$ cat src/addr_status_cfg.svh
`ifndef ADDR_STATUS_CFG_SVH
`define ADDR_STATUS_CFG_SVH

// register byte addresses on the axi4-lite port
`define SLOT1_STATUS_ADDR   8'h00
`define ADDR_STATE_ADDR     8'h04
`define SLOT1_CONFIG_ADDR   8'h08
`define MODE_CTRL_ADDR      8'h0c
`define CMD_ADDR            8'h10
`define MATCH_STATUS_ADDR   8'h14

// field positions
`define EOI_BIT             7
`define TDIS_BIT            6
`define LDIS_BIT            5
`define CIC_BIT             7
`define ATN_BIT             6
`define SERIAL_POLL_MODE_STATE_BIT            5
`define LEGACY_BIT          0
`define DUAL_BIT            1
`define CMD_CHIP_RESET_BIT  0

// reset values
`define SLOT1_CONFIG_RST    8'h60
`define MODE_CTRL_RST       2'h0

// bus byte bases
`define SEC_BASE            8'h60
`define TALK_BASE           8'h40
`define LISTEN_BASE         8'h20

// bus commands
`define SPE_CMD             8'h18
`define SPD_CMD             8'h19

// axi responses
`define RESP_OKAY           2'h0
`define RESP_SLVERR         2'h2

`endif

$ cat src/addr_status_pkg.sv
package addr_status_pkg;
    typedef enum logic [1:0] {
        RD_IDLE,
        RD_RESP
    } rd_state_t;
endpackage

$ cat src/sync2.sv
`timescale 1ns/1ps
// ----------------------------------------
// two flop level synchroniser
// ----------------------------------------
module sync2 (
    input  wire logic aclk,
    input  wire logic aresetn,
    input  wire logic din,
    output logic      dout
);
    typedef struct packed {
        logic meta;
        logic sync;
    } sync_state_t;

    sync_state_t s_q;
    sync_state_t s_d;

    // first stage feeds only the second stage
    always_comb begin
        s_d      = s_q;
        s_d.meta = din;
        s_d.sync = s_q.meta;
    end

    // synchronous reset to idle level
    always_ff @(posedge aclk) begin
        if (!aresetn) begin
            s_q <= '0;
        end else begin
            s_q <= s_d;
        end
    end

    assign dout = s_q.sync;
endmodule

$ cat src/gpib_address_status_readback.sv
// Chosen here: the placing of the registers and register access over AXI4-Lite.
`timescale 1ns/1ps
`include "addr_status_cfg.svh"

// Function
// - bit 7 of the slot status register holds the eoi level taken with each accepted byte.
// - the eoi bit is refreshed on every accepted byte.
// - the eoi bit clears on the chip reset command unless a byte is accepted in the same cycle.
// - the slot status register shows the secondary slot or the minor primary slot per mode.
// - talker disable in bit 6 blocks the slot talk match and talker function.
// - listener disable in bit 5 blocks the slot listen match and listener function.
// - outside dual primary mode the slot address matches a secondary byte equal to 60h plus its five bits.
// - in dual primary mode minor talk is 40h plus the value and minor listen 20h plus it.
// - the controller bit 7 is the inverse of being in either controller idle state.
// - bit 6 shows the live atn level, zero while atn is asserted.
// - serial poll mode sets on an accepted serial poll enable and lets the talker poll.
// - serial poll mode clears on serial poll disable, power-on reset or interface clear.
module gpib_address_status_readback
    import addr_status_pkg::*;
(
    input  wire logic        aclk,
    input  wire logic        aresetn,
    // axi4-lite slave
    input  wire logic [7:0]  s_axi_awaddr,
    input  wire logic        s_axi_awvalid,
    output logic             s_axi_awready,
    input  wire logic [31:0] s_axi_wdata,
    input  wire logic [3:0]  s_axi_wstrb,
    input  wire logic        s_axi_wvalid,
    output logic             s_axi_wready,
    output logic [1:0]       s_axi_bresp,
    output logic             s_axi_bvalid,
    input  wire logic        s_axi_bready,
    input  wire logic [7:0]  s_axi_araddr,
    input  wire logic        s_axi_arvalid,
    output logic             s_axi_arready,
    output logic [31:0]      s_axi_rdata,
    output logic [1:0]       s_axi_rresp,
    output logic             s_axi_rvalid,
    input  wire logic        s_axi_rready,
    // gpib side, pins are asynchronous
    input  wire logic [7:0]  dio_n,
    input  wire logic        atn_n,
    input  wire logic        eoi_n,
    input  wire logic        ifc_n,
    // from handshake and controller logic on aclk
    input  wire logic        byte_accept,
    input  wire logic        controller_idle,
    input  wire logic        controller_addr_idle,
    // match results
    output logic             slot_talk_match,
    output logic             slot_listen_match,
    output logic             serial_poll_talk_en
);

    // ----------------------------------------
    // state
    // ----------------------------------------
    typedef struct packed {
        logic        eoi;
        logic        serial_poll_mode_state;
        logic [7:0]  cfg;
        logic [1:0]  mode;
        logic        aw_seen;
        logic        w_seen;
        logic [7:0]  aw_addr;
        logic [31:0] w_data;
        logic [3:0]  w_strb;
        logic        awready;
        logic        wready;
        logic        bvalid;
        logic [1:0]  bresp;
        logic        arready;
        rd_state_t   rd;
        logic        rvalid;
        logic [31:0] rdata;
        logic [1:0]  rresp;
        logic        talk_m;
        logic        listen_m;
        logic        sp_en;
    } state_t;

    state_t s_q;
    state_t s_d;

    logic [7:0] dio_s;
    logic       atn_s;
    logic       eoi_s;
    logic       ifc_s;

    // ----------------------------------------
    // pin synchronisers
    // ----------------------------------------
    for (genvar i = 0; i < 8; i++) begin : g_dio
        sync2 u_dio (
            .aclk    (aclk),
            .aresetn (aresetn),
            .din     (~dio_n[i]),
            .dout    (dio_s[i])
        );
    end

    sync2 u_atn (
        .aclk    (aclk),
        .aresetn (aresetn),
        .din     (~atn_n),
        .dout    (atn_s)
    );

    sync2 u_eoi (
        .aclk    (aclk),
        .aresetn (aresetn),
        .din     (~eoi_n),
        .dout    (eoi_s)
    );

    sync2 u_ifc (
        .aclk    (aclk),
        .aresetn (aresetn),
        .din     (~ifc_n),
        .dout    (ifc_s)
    );

    // ----------------------------------------
    // register views
    // ----------------------------------------
    logic [7:0] slot_view;
    logic [7:0] state_view;
    logic       cic;
    logic [7:0] base_talk;
    logic [7:0] base_listen;

    // slot view shows the same five bits in both modes, only meaning differs
    always_comb begin
        slot_view                = s_q.cfg;
        slot_view[`EOI_BIT]      = s_q.eoi;
        cic                      = ~(controller_idle | controller_addr_idle);
        state_view               = 8'h00;
        state_view[`CIC_BIT]     = cic;
        state_view[`ATN_BIT]     = ~atn_s;
        state_view[`SERIAL_POLL_MODE_STATE_BIT]    = s_q.serial_poll_mode_state;
        base_talk   = s_q.mode[`DUAL_BIT] ? `TALK_BASE   : `SEC_BASE;
        base_listen = s_q.mode[`DUAL_BIT] ? `LISTEN_BASE : `SEC_BASE;
    end

    // ----------------------------------------
    // next state
    // ----------------------------------------
    logic       cmd_byte;
    logic       do_write;
    logic       chip_rst;
    logic [7:0] addr_val;

    always_comb begin
        s_d      = s_q;
        addr_val = {3'h0, s_q.cfg[4:0]};
        cmd_byte = byte_accept & atn_s;
        do_write = 1'b0;
        chip_rst = 1'b0;

        // eoi latch, command clear wins only without a byte in the cycle
        if (byte_accept) begin
            s_d.eoi = eoi_s;
        end

        // serial poll mode, clear sources beat a simultaneous set
        if (cmd_byte && dio_s == `SPE_CMD) begin
            s_d.serial_poll_mode_state = 1'b1;
        end
        if ((cmd_byte && dio_s == `SPD_CMD) || ifc_s) begin
            s_d.serial_poll_mode_state = 1'b0;
        end

        // slot matching on accepted command bytes, taken with atn asserted
        s_d.talk_m   = cmd_byte & ~s_q.cfg[`TDIS_BIT]
                     & (dio_s == 8'(base_talk + addr_val));
        s_d.listen_m = cmd_byte & ~s_q.cfg[`LDIS_BIT]
                     & (dio_s == 8'(base_listen + addr_val));
        s_d.sp_en    = s_q.serial_poll_mode_state & ~s_q.cfg[`TDIS_BIT];

        // write channel: address and data taken in either order
        s_d.awready = 1'b0;
        s_d.wready  = 1'b0;
        if (s_axi_awvalid && !s_q.aw_seen && !s_q.bvalid) begin
            s_d.aw_seen = 1'b1;
            s_d.aw_addr = s_axi_awaddr;
            s_d.awready = 1'b1;
        end
        if (s_axi_wvalid && !s_q.w_seen && !s_q.bvalid) begin
            s_d.w_seen = 1'b1;
            s_d.w_data = s_axi_wdata;
            s_d.w_strb = s_axi_wstrb;
            s_d.wready = 1'b1;
        end
        // awready and wready are pulses; the seen flags block a second take
        if (s_q.awready) begin
            s_d.awready = 1'b0;
        end
        if (s_q.wready) begin
            s_d.wready = 1'b0;
        end

        if (s_q.aw_seen && s_q.w_seen && !s_q.bvalid) begin
            do_write    = 1'b1;
            s_d.aw_seen = 1'b0;
            s_d.w_seen  = 1'b0;
            s_d.bvalid  = 1'b1;
            s_d.bresp   = `RESP_OKAY;
            unique case (s_q.aw_addr)
                `SLOT1_CONFIG_ADDR: begin
                    if (s_q.w_strb[0]) begin
                        s_d.cfg = {1'b0, s_q.w_data[6:0]};
                    end
                end
                `MODE_CTRL_ADDR: begin
                    if (s_q.w_strb[0]) begin
                        s_d.mode = s_q.w_data[1:0];
                    end
                end
                `CMD_ADDR: begin
                    if (s_q.w_strb[0]) begin
                        chip_rst = s_q.w_data[`CMD_CHIP_RESET_BIT];
                    end
                end
                // status registers ignore writes but answer okay
                `SLOT1_STATUS_ADDR, `ADDR_STATE_ADDR, `MATCH_STATUS_ADDR: begin
                    s_d.bresp = `RESP_OKAY;
                end
                default: begin
                    s_d.bresp = `RESP_SLVERR;
                end
            endcase
        end
        if (s_q.bvalid && s_axi_bready) begin
            s_d.bvalid = 1'b0;
        end

        // chip reset clears eoi unless a byte lands in the same cycle
        if (chip_rst && !byte_accept) begin
            s_d.eoi = 1'b0;
        end

        // read channel
        s_d.arready = 1'b0;
        unique case (s_q.rd)
            RD_IDLE: begin
                if (s_axi_arvalid && !s_q.arready) begin
                    s_d.arready = 1'b1;
                    s_d.rvalid  = 1'b1;
                    s_d.rd      = RD_RESP;
                    s_d.rresp   = `RESP_OKAY;
                    s_d.rdata   = 32'h0000_0000;
                    unique case (s_axi_araddr)
                        `SLOT1_STATUS_ADDR: s_d.rdata[7:0] = slot_view;
                        `ADDR_STATE_ADDR: begin
                            if (s_q.mode[`LEGACY_BIT]) begin
                                s_d.rdata[7:0] = state_view;
                            end else begin
                                s_d.rresp = `RESP_SLVERR;
                            end
                        end
                        `SLOT1_CONFIG_ADDR: s_d.rdata[7:0] = s_q.cfg;
                        `MODE_CTRL_ADDR:    s_d.rdata[1:0] = s_q.mode;
                        `CMD_ADDR:          s_d.rdata      = 32'h0000_0000;
                        `MATCH_STATUS_ADDR: s_d.rdata[2:0] = {s_q.sp_en, s_q.listen_m,
                                                              s_q.talk_m};
                        default:            s_d.rresp      = `RESP_SLVERR;
                    endcase
                end
            end
            RD_RESP: begin
                if (s_axi_rready) begin
                    s_d.rvalid = 1'b0;
                    s_d.rd     = RD_IDLE;
                end
            end
        endcase
    end

    // ----------------------------------------
    // registers
    // ----------------------------------------
    // power-on reset clears eoi and serial poll mode
    always_ff @(posedge aclk) begin
        if (!aresetn) begin
            s_q      <= '0;
            s_q.cfg  <= `SLOT1_CONFIG_RST;
            s_q.mode <= `MODE_CTRL_RST;
            s_q.rd   <= RD_IDLE;
            s_q.serial_poll_mode_state <= 1'b0;
        end else begin
            s_q <= s_d;
        end
    end

    // ----------------------------------------
    // outputs, all from flops
    // ----------------------------------------
    assign s_axi_awready       = s_q.awready;
    assign s_axi_wready        = s_q.wready;
    assign s_axi_bvalid        = s_q.bvalid;
    assign s_axi_bresp         = s_q.bresp;
    assign s_axi_arready       = s_q.arready;
    assign s_axi_rvalid        = s_q.rvalid;
    assign s_axi_rdata         = s_q.rdata;
    assign s_axi_rresp         = s_q.rresp;
    assign slot_talk_match     = s_q.talk_m;
    assign slot_listen_match   = s_q.listen_m;
    assign serial_poll_talk_en = s_q.sp_en;

endmodule

$ cat config.mk
export PLATFORM = sky130hd
export DESIGN_NAME = gpib_address_status_readback
export DESIGN_NICKNAME = d
export VERILOG_FILES = /design/src/addr_status_pkg.sv /design/src/sync2.sv /design/src/gpib_address_status_readback.sv
export VERILOG_INCLUDE_DIRS = /design/src /design/src/src
export SDC_FILE = /design/constraint.sdc
export NUM_CORES = 1
export LEC_CHECK = 0
export ABC_AREA = 1
export BUFFER_PORTS_ARGS = -buffer_cell sky130_fd_sc_hd__buf_2
export CORE_AREA = 2 2 85 87
export CTS_CLUSTER_SIZE = 24
export DETAILED_ROUTE_END_ITERATION = 8
export DIE_AREA = 0 0 87 89
export HOLD_SLACK_MARGIN = 0.1
export PLACE_DENSITY = 0.73
export SYNTH_ARGS = -nofsm -noshare
export SYNTH_HDL_FRONTEND = slang
export SYNTH_SLANG_ARGS = --single-unit
$ cat constraint.sdc
create_clock -name aclk -period 2.35 [get_ports aclk]
set_input_delay 0.47 -clock aclk [delete_from_list [all_inputs] [get_ports aclk]]
set_output_delay 0.47 -clock aclk [all_outputs]
set_load 0.02 [all_outputs]
==> metrics.md, run 1 <==
| Metric | Value |
|---|---|
| Sequential power share | `52.1%` |
| Post-DRT Antenna Nets | `0` |
| Power Density | `728.7 nW/um^2` |
| Die Width | `87 um` |
| Synth Warn # | `0` |
| Via density | `approximately 4.5` |
| WP data arrival | `1000 ps` |
| Num CTS Buffers | `9` |
| #FFs+latches synth | `69` |
| Drt drc | `0` |
| Cts hold-fix bufs | `0` |
| Post-synth EDFFs | `0` |
| RSZ-0062 raised after global routing | `no` |
| Largest cells by area after synthesis | `dfxtp_1 46%, buf_4 9.3%, nor2_1 8.2%, nand2_1 6.8%, inv_1 4.6%` |
| Kind of end point of the critical path | `output port` |
| Initial Util | `44.49%` |
| TritonRoute pass-1 iters | `4` |
| Synth Instances | `395` |
| Final HPWL from detailed placement | `4.210 mm` |
| CP Max Fanout | `6` |
| Syn_area_per_cell | `7.567 um^2` |
| NetSw | `0.7171 mW` |
| Synthesized cell area | `2989 um^2` |
| Clock Pin Slew Worst Setup and Hold Paths | `~80 ps` |
| Die Y | `89 um` |
| Crit-path max cell delay | `~450 ps` |
| Crit path max-delay family | `flip-flops` |
| Clk root buf | `clkbuf_8` |
| Clk_lat worst skew | `340 ps` |
| Setup_tns | `0 ps` |
| Overall Global Routing Usage | `15.30%` |
| Antenna violations before repair | `0` |
| Leakage Power | `1.678 nW` |
| Drt total wl | `5.615 mm` |
| GRT Residual Overflow | `0` |
| Tmin final | `between 1000 and 1500 ps` |
| Clock sinks | `69` |
| Final Core Density | `50.04%` |
| CTS max path bufs | `2` |
| Final period util | `62.38%` |
| Peak supply drop | `532.2 uV` |
| Initial drt markers | `85` |
| Outcome | `complete, no violations` |
| Vias in the first global route | `about 2200` |
| Sw frac | `just under 30%` |
| Die area | `7743 um^2` |
| WL/cell | `10.53 um` |
| Core footprint | `between 6000 and 7000 um^2` |
| PortBufs | `between 60 and 70` |
| Clk pwr share | `35.4%` |
| Synth top cells by count | `69 x dfxtp_1, 65 x nor2_1, 54 x nand2_1` |
| Hold Vio Cnt, Final | `0` |
| Sequential-to-total area share from yosys stat | `46.21%` |
| Post-CTS setup buffer count | `0` |
| Hold Path Class | `primary input to register` |
| Fin nets | `521` |
| Routability cong. | `0.8375` |
| Core Rows | `30` |
| WP buf/inv | `1` |
| Final Skew | `between 10 and 15 ps` |
| First-pass GRT wire length | `9.294 mm` |
| Cell variety after synth | `31` |
| Fraction of layout cells with a size suffix above 1 | `22.30%` |
| Startpoint Class | `register` |
| Async set or reset register ratio after synthesis | `0%` |
| # setup viols final | `0` |
| Worst EP required | `1880 ps` |
| Max Slew Vio Count | `0` |
| Setup CP Type | `register to output port` |
| Ys flop type | `dfxtp_1` |
| Post-CTS sizing | `0` |
| CTS tree | `built` |
| Achievable Freq | `slightly below 0.7 GHz` |
| Area Growth Syn to Fin | `12.47%` |
| H-tree levels | `3` |
| Yosys top cell area share | `46.21%` |
| Critical-path cell with the highest stage delay | `dfxtp_1` |
| Via count | `2420` |
| Cell-internal power | `1.733 mW` |
| Ant. Diodes | `0` |
| Post-synth top area cell | `dfxtp_1` |
| # IOs | `117` |
| Max cap viols | `0` |
| Largest net degree at the start of global routing | `47` |
| Count leader, synth | `dfxtp_1` |
| Worst-path cell chain | `buf_2` |
| Combinational power share | `between 10 and 15%` |
-- flip-flops by register name (all words and copies together) (netlist names) --
name,flops
addr_val,5
g_dio.u_dio.dout,8
g_dio.u_dio.s_d,8
s_axi_arready,1
s_axi_awready,1
s_axi_bresp,1
s_axi_bvalid,1
s_axi_rdata,8
s_axi_rresp,1
s_axi_wready,1
s_q,25
serial_poll_talk_en,1
slot_listen_match,1
slot_talk_match,1
u_atn.dout,1
u_atn.s_d,1
u_eoi.dout,1
u_eoi.s_d,1
u_ifc.dout,1
u_ifc.s_d,1
-- worst paths after layout --
kind | slack, ps | cells past startpoint | from | endpoint
max | 880 | 1 | s_axi_bvalid$_SDFFE_PP0P_ | s_axi_bvalid
min | 280 | 2 | dio_n[3] | g_dio[3].u_dio.s_d[0]$_SDFF_PN0_
max reg2reg | 1150 | 7 | s_axi_bvalid$_SDFFE_PP0P_ | s_q[100]$_SDFFE_PN1P_
min reg2reg | 410 | 2 | g_dio[5].u_dio.s_d[0]$_SDFF_PN0_ | g_dio[5].u_dio.dout$_SDFF_PN0_
-- metal layers --
metal / GRT usage, % / wire length, um / vias up
met5: 0 / 0 / -
met4: 5.824 / 59 / 0
met3: 4.801 / 339 / 6
met2: 26.51 / 2592 / 72
met1: 17.73 / 2624 / 1045
li1: - / - / 1297
-- stage by stage --
step | hold slack, ps | std cells | worst slack [ps] | power, mW | area, um^2
final | 276.3 | 533 | 884.0 | 2.450 | 3362
after global placement | 397.5 | 517 | 919.4 | 1.602 | 3183
after CTS | 265.1 | 533 | 868.5 | 2.471 | 3362
after floorplan | 390.5 | 420 | 1121 | 1.569 | 3083
after global routing | 253.8 | 533 | 827.3 | 2.572 | 3362
after detailed placement | 395.5 | 517 | 890.9 | 1.610 | 3183
-- final cells by class --
type	instances	area [um^2]
clock buffers	9	123.9
clock inverters	7	55.05
fillers	663	3357
inverters	47	181.4
multi-input cells	258	1202
flip-flops and latches	69	1381
well taps	80	100.1
repair buffers	63	317.8
-- layout by cell type (no fill, tap or decap), types with 3 or more instances in the layout --
cell / instances
a21oi_1: 21
buf_2: 62
clkbuf_8: 9
conb_1: 26
dfxtp_1: 69
inv_1: 37
inv_2: 9
inv_6: 4
nand2_1: 54
nand3_1: 26
nand4_1: 3
nor2_1: 65
nor2_2: 5
nor3_1: 7
o21ai_0: 20
o21ai_1: 8
xnor2_1: 3
-- power by group through the flow --
| stage | Combinational [mW] | Clock, mW | Sequential (mW) |
|---|---|---|---|
| 2_1_floorplan | 0.267 | 0 | 1.30 |
| 3_3_place_gp | 0.302 | 0 | 1.30 |
| 3_5_place_dp | 0.307 | 0 | 1.30 |
| 4_1_cts | 0.309 | 0.887 | 1.28 |
| 5_1_grt | 0.350 | 0.940 | 1.28 |
| 6_report | 0.307 | 0.868 | 1.28 |
-- logic make-up after synthesis --
group           count (synthesis)  synth area share, %
compound gates                 56                10.00
xor+xnor                        5                1.465
buf+inv                        93                16.70
flops                          69                46.21
other cells                     1               0.1255
simple gates                  171                25.49
Note: power is estimated with default switching activity, not from simulation.
==> run 2: changes to the inputs <==
- CORE_AREA: 2 2 85 87 -> 2 2 86 88
- DIE_AREA: 0 0 87 89 -> 0 0 88 90
- PLACE_DENSITY: 0.73 -> 0.75
- clock period: 2.35 -> 1.2 ns (I/O delays scaled with it)
==> metrics.md, run 2 (synthesis gave the netlist of run 1 again) <==
| Metric | Value |
|---|---|
| Setup CP Type | `register to register` |
| Clk root buf | `clkbuf_8` |
| Sequential Area | `1388 um^2 (+0.45%)` |
| Final Skew | `4.582 ps (-7.078 ps)` |
| Most common cell after layout, fill and taps aside | `dfxtp_1` |
| First-pass GRT wire length | `9.977 mm (+7.3%)` |
| Most frequent cells in the layout | `64 x dfxtp_1, 62 x nor2_1, 61 x buf_2, 53 x nand2_1, 36 x inv_1` |
| CP Max Fanout | `5 (-1)` |
| Placed inst area | `3273 um^2 (+2.8%)` |
| Final period util | `101.0%` |
| # setup viols final | `4 (+4)` |
| Tmin final | `1212 ps` |
| Post-route cell area | `3669 um^2 (+9.1%)` |
| Area Growth Syn to Fin | `22.73%` |
| Initial Util | `42.58% (-1.9 points)` |
| Pre-CTS setup slack | `-0.4788 ps (-891.4 ps)` |
| Ant. Diodes | `0 (unchanged)` |
| Fraction of layout cells with a size suffix above 1 | `26.53% (+4.2 points)` |
| Routability cong. | `0.8357 (-0.21%)` |
| Max cap viols | `0 (unchanged)` |
| Final HPWL from detailed placement | `4.495 mm (+6.8%)` |
| Via density | `4.462 (-1.7%)` |
| Worst EP required | `1440 ps (-440 ps)` |
| CTS max path bufs | `2 (unchanged)` |
| WP buf/inv | `0 (-1)` |
| Final WS setup | `-12.28 ps (-896.3 ps)` |
| Max Slew Vio Count | `0 (unchanged)` |
| Die area | `7920 um^2 (+2.3%)` |
| Area of the multi-input gates | `1261 um^2 (+4.9%)` |
| TritonRoute pass-1 iters | `4 (unchanged)` |
| WP data arrival | `1460 ps (+460 ps)` |
| RSZ-0062 raised after global routing | `yes` |
| Startpoint Class | `register` |
| Number of flip-flops in the largest register | `25 (unchanged)` |
| GRT Residual Overflow | `0 (unchanged)` |
| Clk_lat worst skew | `340 ps (about the same)` |
| Core Rows | `31 (+3.3%)` |
| Biggest register | `s_q` |
| Die Y | `90 um (+1.1%)` |
| Kind of end point of the critical path | `register` |
| CTS tree | `built` |
| Via count | `2561 (+5.8%)` |
| # IOs | `117 (unchanged)` |
| Clock Pin Slew Worst Setup and Hold Paths | `80 ps (about the same)` |
| WHS | `116.8 ps (-159.5 ps)` |
| Drt total wl | `6.210 mm (+11%)` |
| FILL cells | `671 (+1.2%)` |
| Achievable Freq | `0.8249 GHz` |
| Outcome | `finished, violations left` |
| Initial drt markers | `118 (+39%)` |
| Critical-path cell with the highest stage delay | `dfxtp_2` |
| Hold Vio Cnt, Final | `0 (unchanged)` |
| Die Width | `88 um (+1.1%)` |
| Clock sinks | `69 (unchanged)` |
| Antenna violations before repair | `0 (unchanged)` |
| Peak supply drop | `810.7 uV (+52%)` |
| Leakage Power | `1.799 nW (+7.2%)` |
| Worst-path cell chain | `nor2_4, nand3_4, nor3_4, nand2_4, o21ai_2, nor2_1` |
| Post-DRT Antenna Nets | `0 (unchanged)` |
| Power Density | `1365 nW/um^2 (+87%)` |
| H-tree levels | `3 (unchanged)` |
| Num CTS Buffers | `9 (unchanged)` |
| WL/cell | `10.82 um (+2.7%)` |
| Hold Path Class | `primary input to register` |
| Largest net degree at the start of global routing | `47 (unchanged)` |
| Crit-path max cell delay | `340 ps (-110 ps)` |
| Drt drc | `0 (unchanged)` |
| Overall Global Routing Usage | `15.96% (+0.66 points)` |
| Fin nets | `543 (+4.2%)` |
| Core footprint | `7020 um^2 (+4.5%)` |
| Crit path max-delay family | `simple AND/OR/NAND/NOR gates` |
| Violated checks | `setup timing` |
| Vias in the first global route | `2271 (+3.6%)` |
| PortBufs | `62 (unchanged)` |
==> run 2: cell types whose count changed in the layout (fill, tap and decap cells not counted), sizes merged <==
cell / before / now
nand2: 57 / 58
dlygate4sd3: 0 / 12
inv: 50 / 51
buf: 63 / 72
clkinvlp: 2 / 1
==> run 2: final cells by class <==
type / count / share of cell area [%]
Clock buffer: 9 / 3.377
Clock inverter: 7 / 1.705
Inverter: 47 / 4.945
Multi-Input combinational cell: 259 / 34.38
Sequential cell: 69 / 37.82
Tap cell: 99 / 3.377
Timing Repair Buffer: 84 / 14.39
==> run 2: metrics by stage <==
stage | instances | setup TNS [ps] | power, mW | util [%]
2_1_floorplan | 420 | 0 | 3.073 | -
3_5_place_dp | 543 | -0.4788 | 3.191 | 46.62
5_1_grt | 574 | -801.4 | 5.239 | 52.25
4_1_cts | 571 | -40.44 | 4.995 | 51.04
3_3_place_gp | 543 | 0 | 3.167 | 46.62
6_report | 574 | -29.15 | 5.006 | 52.25
==> run 2: layer usage <==
layer | track usage [%] | vias to the layer above | wire length [um]
li1 | - | 1345 | -
met1 | 18.66 | 1120 | 2727
met2 | 26.52 | 85 | 3016
met3 | 4.408 | 11 | 351
met4 | 7.564 | 0 | 116
met5 | 0 | - | 0
==> run 2: power breakdown <==
part           internal [mW]  switching, mW  leakage [nW]
registers               2.43         0.0792         0.569
clock network          0.796          0.983        0.0931
logic                  0.271          0.450          1.14
==> run 2: worst register-to-register path: stages (launching register included) <==
cell and delay [ps]:
dfxtp_2 340, nor2_4 130, nand3_4 100, nor3_4 250, nand2_4 130, o21ai_2 120
nor2_1 50
==> run 2: timing repair <==
action / CTS / global route
pin swaps: 0 / 10
hold buffers: 12 / 0
resized for setup: 2 / 20
endpoints found under the setup margin: 6 / 13
endpoints found under the hold margin: 12 / 0
setup buffers: 0 / 2
cloned: 0 / 1
==> run 2: final timing paths <==
path | from | end | slack [ps] | cells past startpoint
worst max register to register | s_q[89]$_SDFFE_PN0P_ | addr_val[4]$_SDFFE_PN0P_ | -10 | 6
worst min register to register | g_dio[4].u_dio.s_d[0]$_SDFF_PN0_ | g_dio[4].u_dio.dout$_SDFF_PN0_ | 420 | 2
worst max-delay path | s_q[89]$_SDFFE_PN0P_ | addr_val[4]$_SDFFE_PN0P_ | -10 | 6
worst min-delay path | s_axi_wdata[2] | s_q[52]$_SDFFE_PN0P_ | 120 | 3
==> run 3: changes to the inputs <==
- CORE_AREA: 2 2 86 88 -> 2 2 77 98
- DIE_AREA: 0 0 88 90 -> 0 0 79 100
- clock period: 1.2 -> 1.1 ns (I/O delays scaled with it)
==> metrics.md, run 3 (synthesis gave the netlist of run 1 again) <==
| Metric | Value |
|---|---|
| Outcome | `finished, violations left` |
| Violated checks | `setup timing` |
| Most common cell after layout, fill and taps aside | `nor2_1` |
| Kind of end point of the critical path | `register` |
| Area of the multi-input gates | `1257 um^2 (-0.30%)` |
| Leakage Power | `1.874 nW (+4.2%)` |
| Initial Util | `42.13% (-0.44 points)` |
| Core Rows | `35 (+13%)` |
| PortBufs | `62 (unchanged)` |
| R2R Setup Slk | `-80 ps (-70 ps)` |
| Vias in the first global route | `2403 (+5.8%)` |
| Clk root buf | `clkbuf_8` |
| Power Density | `1445 nW/um^2 (+5.9%)` |
| Startpoint Class | `register` |
| Number of flip-flops in the largest register | `25 (unchanged)` |
| Setup_tns | `-660.0 ps (-630.8 ps)` |
| RSZ-0062 raised after global routing | `yes` |
| Initial drt markers | `141 (+19%)` |
| Num CTS Buffers | `9 (unchanged)` |
| Setup CP Type | `register to register` |
| Drt drc | `0 (unchanged)` |
| Fin nets | `559 (+2.9%)` |
| Final period util | `107.5% (+6.4 points)` |
| # IOs | `117 (unchanged)` |
| Core footprint | `7094 um^2 (+1.1%)` |
| Overall Global Routing Usage | `16.31% (+0.35 points)` |
| Final HPWL from detailed placement | `4.541 mm (+1.0%)` |
| Reg2reg end | `addr_val[3]$_SDFFE_PN0P_` |
| Die area | `7900 um^2 (-0.25%)` |
| GRT Residual Overflow | `0 (unchanged)` |
| Ant. Diodes | `0 (unchanged)` |
| Final Skew | `7.133 ps (+2.551 ps)` |
| Die Width | `79 um (-10%)` |
| Drt total wl | `6.217 mm (+0.11%)` |
| Via count | `2643 (+3.2%)` |
| Achievable Freq | `0.8460 GHz (+2.6%)` |
| Max cap viols | `0 (unchanged)` |
| TritonRoute pass-1 iters | `4 (unchanged)` |
| CP Max Fanout | `9 (+4)` |
| R2R cell count | `6 (unchanged)` |
| Post-route cell area | `3859 um^2 (+5.2%)` |
| WL/cell | `10.66 um (-1.4%)` |
| Tmin final | `1182 ps (-30.19 ps)` |
| Via density | `4.533 (+1.6%)` |
| Max Slew Vio Count | `0 (unchanged)` |
| Die Y | `100 um (+11%)` |
| Peak supply drop | `976.6 uV (+20%)` |
| Setup crit start | `s_q[82]$_SDFFE_PN0P_` |
| Hold Path Class | `primary input to register` |
| Biggest register | `s_q` |
| Sequential Area | `1396 um^2 (+0.63%)` |
| Final WS setup | `-82.09 ps (-69.81 ps)` |
| Clock Pin Slew Worst Setup and Hold Paths | `80 ps (about the same)` |
| Clock sinks | `69 (unchanged)` |
| Fraction of layout cells with a size suffix above 1 | `28.72% (+2.2 points)` |
| CTS max path bufs | `2 (unchanged)` |
| Total power | `5.576 mW (+11%)` |
| Routability cong. | `0.8249 (-1.3%)` |
| Clk_lat worst skew | `350 ps (about the same)` |
| Antenna violations before repair | `0 (unchanged)` |
| Most frequent cells in the layout | `60 x nor2_1, 57 x dfxtp_1, 51 x nand2_1, 45 x buf_2, 37 x inv_1` |
| Hold Vio Cnt, Final | `0 (unchanged)` |
| WP data arrival | `1420 ps (-40 ps)` |
| H-tree levels | `3 (unchanged)` |
| Placed inst area | `3317 um^2 (+1.3%)` |
| Largest net degree at the start of global routing | `27 (-43%)` |
| Final Core Density | `54.39% (+2.1 points)` |
| Area Growth Syn to Fin | `29.09%` |
| CTS tree | `built` |
| # setup viols final | `11 (+7)` |
| Critical path endpoint | `addr_val[3]$_SDFFE_PN0P_` |
| First-pass GRT wire length | `10.12 mm (+1.5%)` |
| Worst EP required | `1340 ps (-100 ps)` |
| FILL cells | `660 (-1.6%)` |
| Crit Reg-Reg Startpoint | `s_q[82]$_SDFFE_PN0P_` |
| Post-DRT Antenna Nets | `0 (unchanged)` |
run 3: changes by cell type in the layout (fill, tap and decap cells not counted), sizes merged:
cell	before	now
inv	51	50
buf	72	80
nand2	58	57
dlygate4sd3	12	20
clkinv	2	4
run 3: metrics by stage:
stage | instances | hold slack (ps) | setup slack [ps]
floorplan | 420 | 292.4 | 11.16
global placement | 544 | 380.4 | -75.74
detailed placement | 544 | 377.0 | -120.3
CTS | 582 | 103.2 | -88.72
global route | 583 | 108.8 | -170.5
finish | 583 | 113.3 | -82.09
run 3: routing by layer:
metal | up-vias | part of all wire (%) | GRT usage (%)
li1 | 1375 | - | -
met1 | 1181 | 41 | 17.89
met2 | 73 | 52 | 28.42
met3 | 14 | 4.9 | 3.507
met4 | 0 | 2.7 | 10.08
met5 | - | 0 | 0
run 3: worst max-delay path, stage by stage, from the launching register on:
cell,delay [ps]
dfxtp_2,340
nor2_4,150
nand2_2,90
nor3_4,200
nand2_4,120
o21ai_1,130
nor2_1,50
run 3: cell type report:
type,instances,area share (%)
multi-input cells,258,32.59
well taps,92,2.983
clock buffers,9,3.210
inverters,47,4.961
flip-flops and latches,69,36.19
repair inverters,1,0.1621
repair buffers,100,18.22
clock inverters,7,1.686
run 3: worst min-delay path by stage:
stage                   startpoint                          endpoint  slack [ps]  depth (start not counted)
floorplan                 dio_n[0]  g_dio[0].u_dio.s_d[0]$_SDFF_PN0_         290                          1
global placement          dio_n[2]  g_dio[2].u_dio.s_d[0]$_SDFF_PN0_         380                          2
detailed placement        dio_n[2]  g_dio[2].u_dio.s_d[0]$_SDFF_PN0_         380                          2
CTS                 s_axi_wdata[6]              s_q[56]$_SDFFE_PN0P_         100                          3
global route        s_axi_wdata[1]              s_q[51]$_SDFFE_PN0P_         110                          3
finish                s_axi_rready              s_q[38]$_SDFFE_PN0P_         110                          4
run 3: power breakdown:
group          leakage [nW]  switching (mW)  internal, mW
Sequential            0.572          0.0857          2.65
Clock                0.0943            1.08         0.872
Combinational          1.21           0.515         0.369
Total                  1.87            1.69          3.89
run 3: repair_timing:
action                                  CTS  global route
endpoints found under the setup margin   15            41
gates cloned                              0             1
hold endpoints to repair                 20             0
setup buffers                             2             0
pin swaps                                 4             4
hold buffers                             20             0
gates resized for setup                  16            44
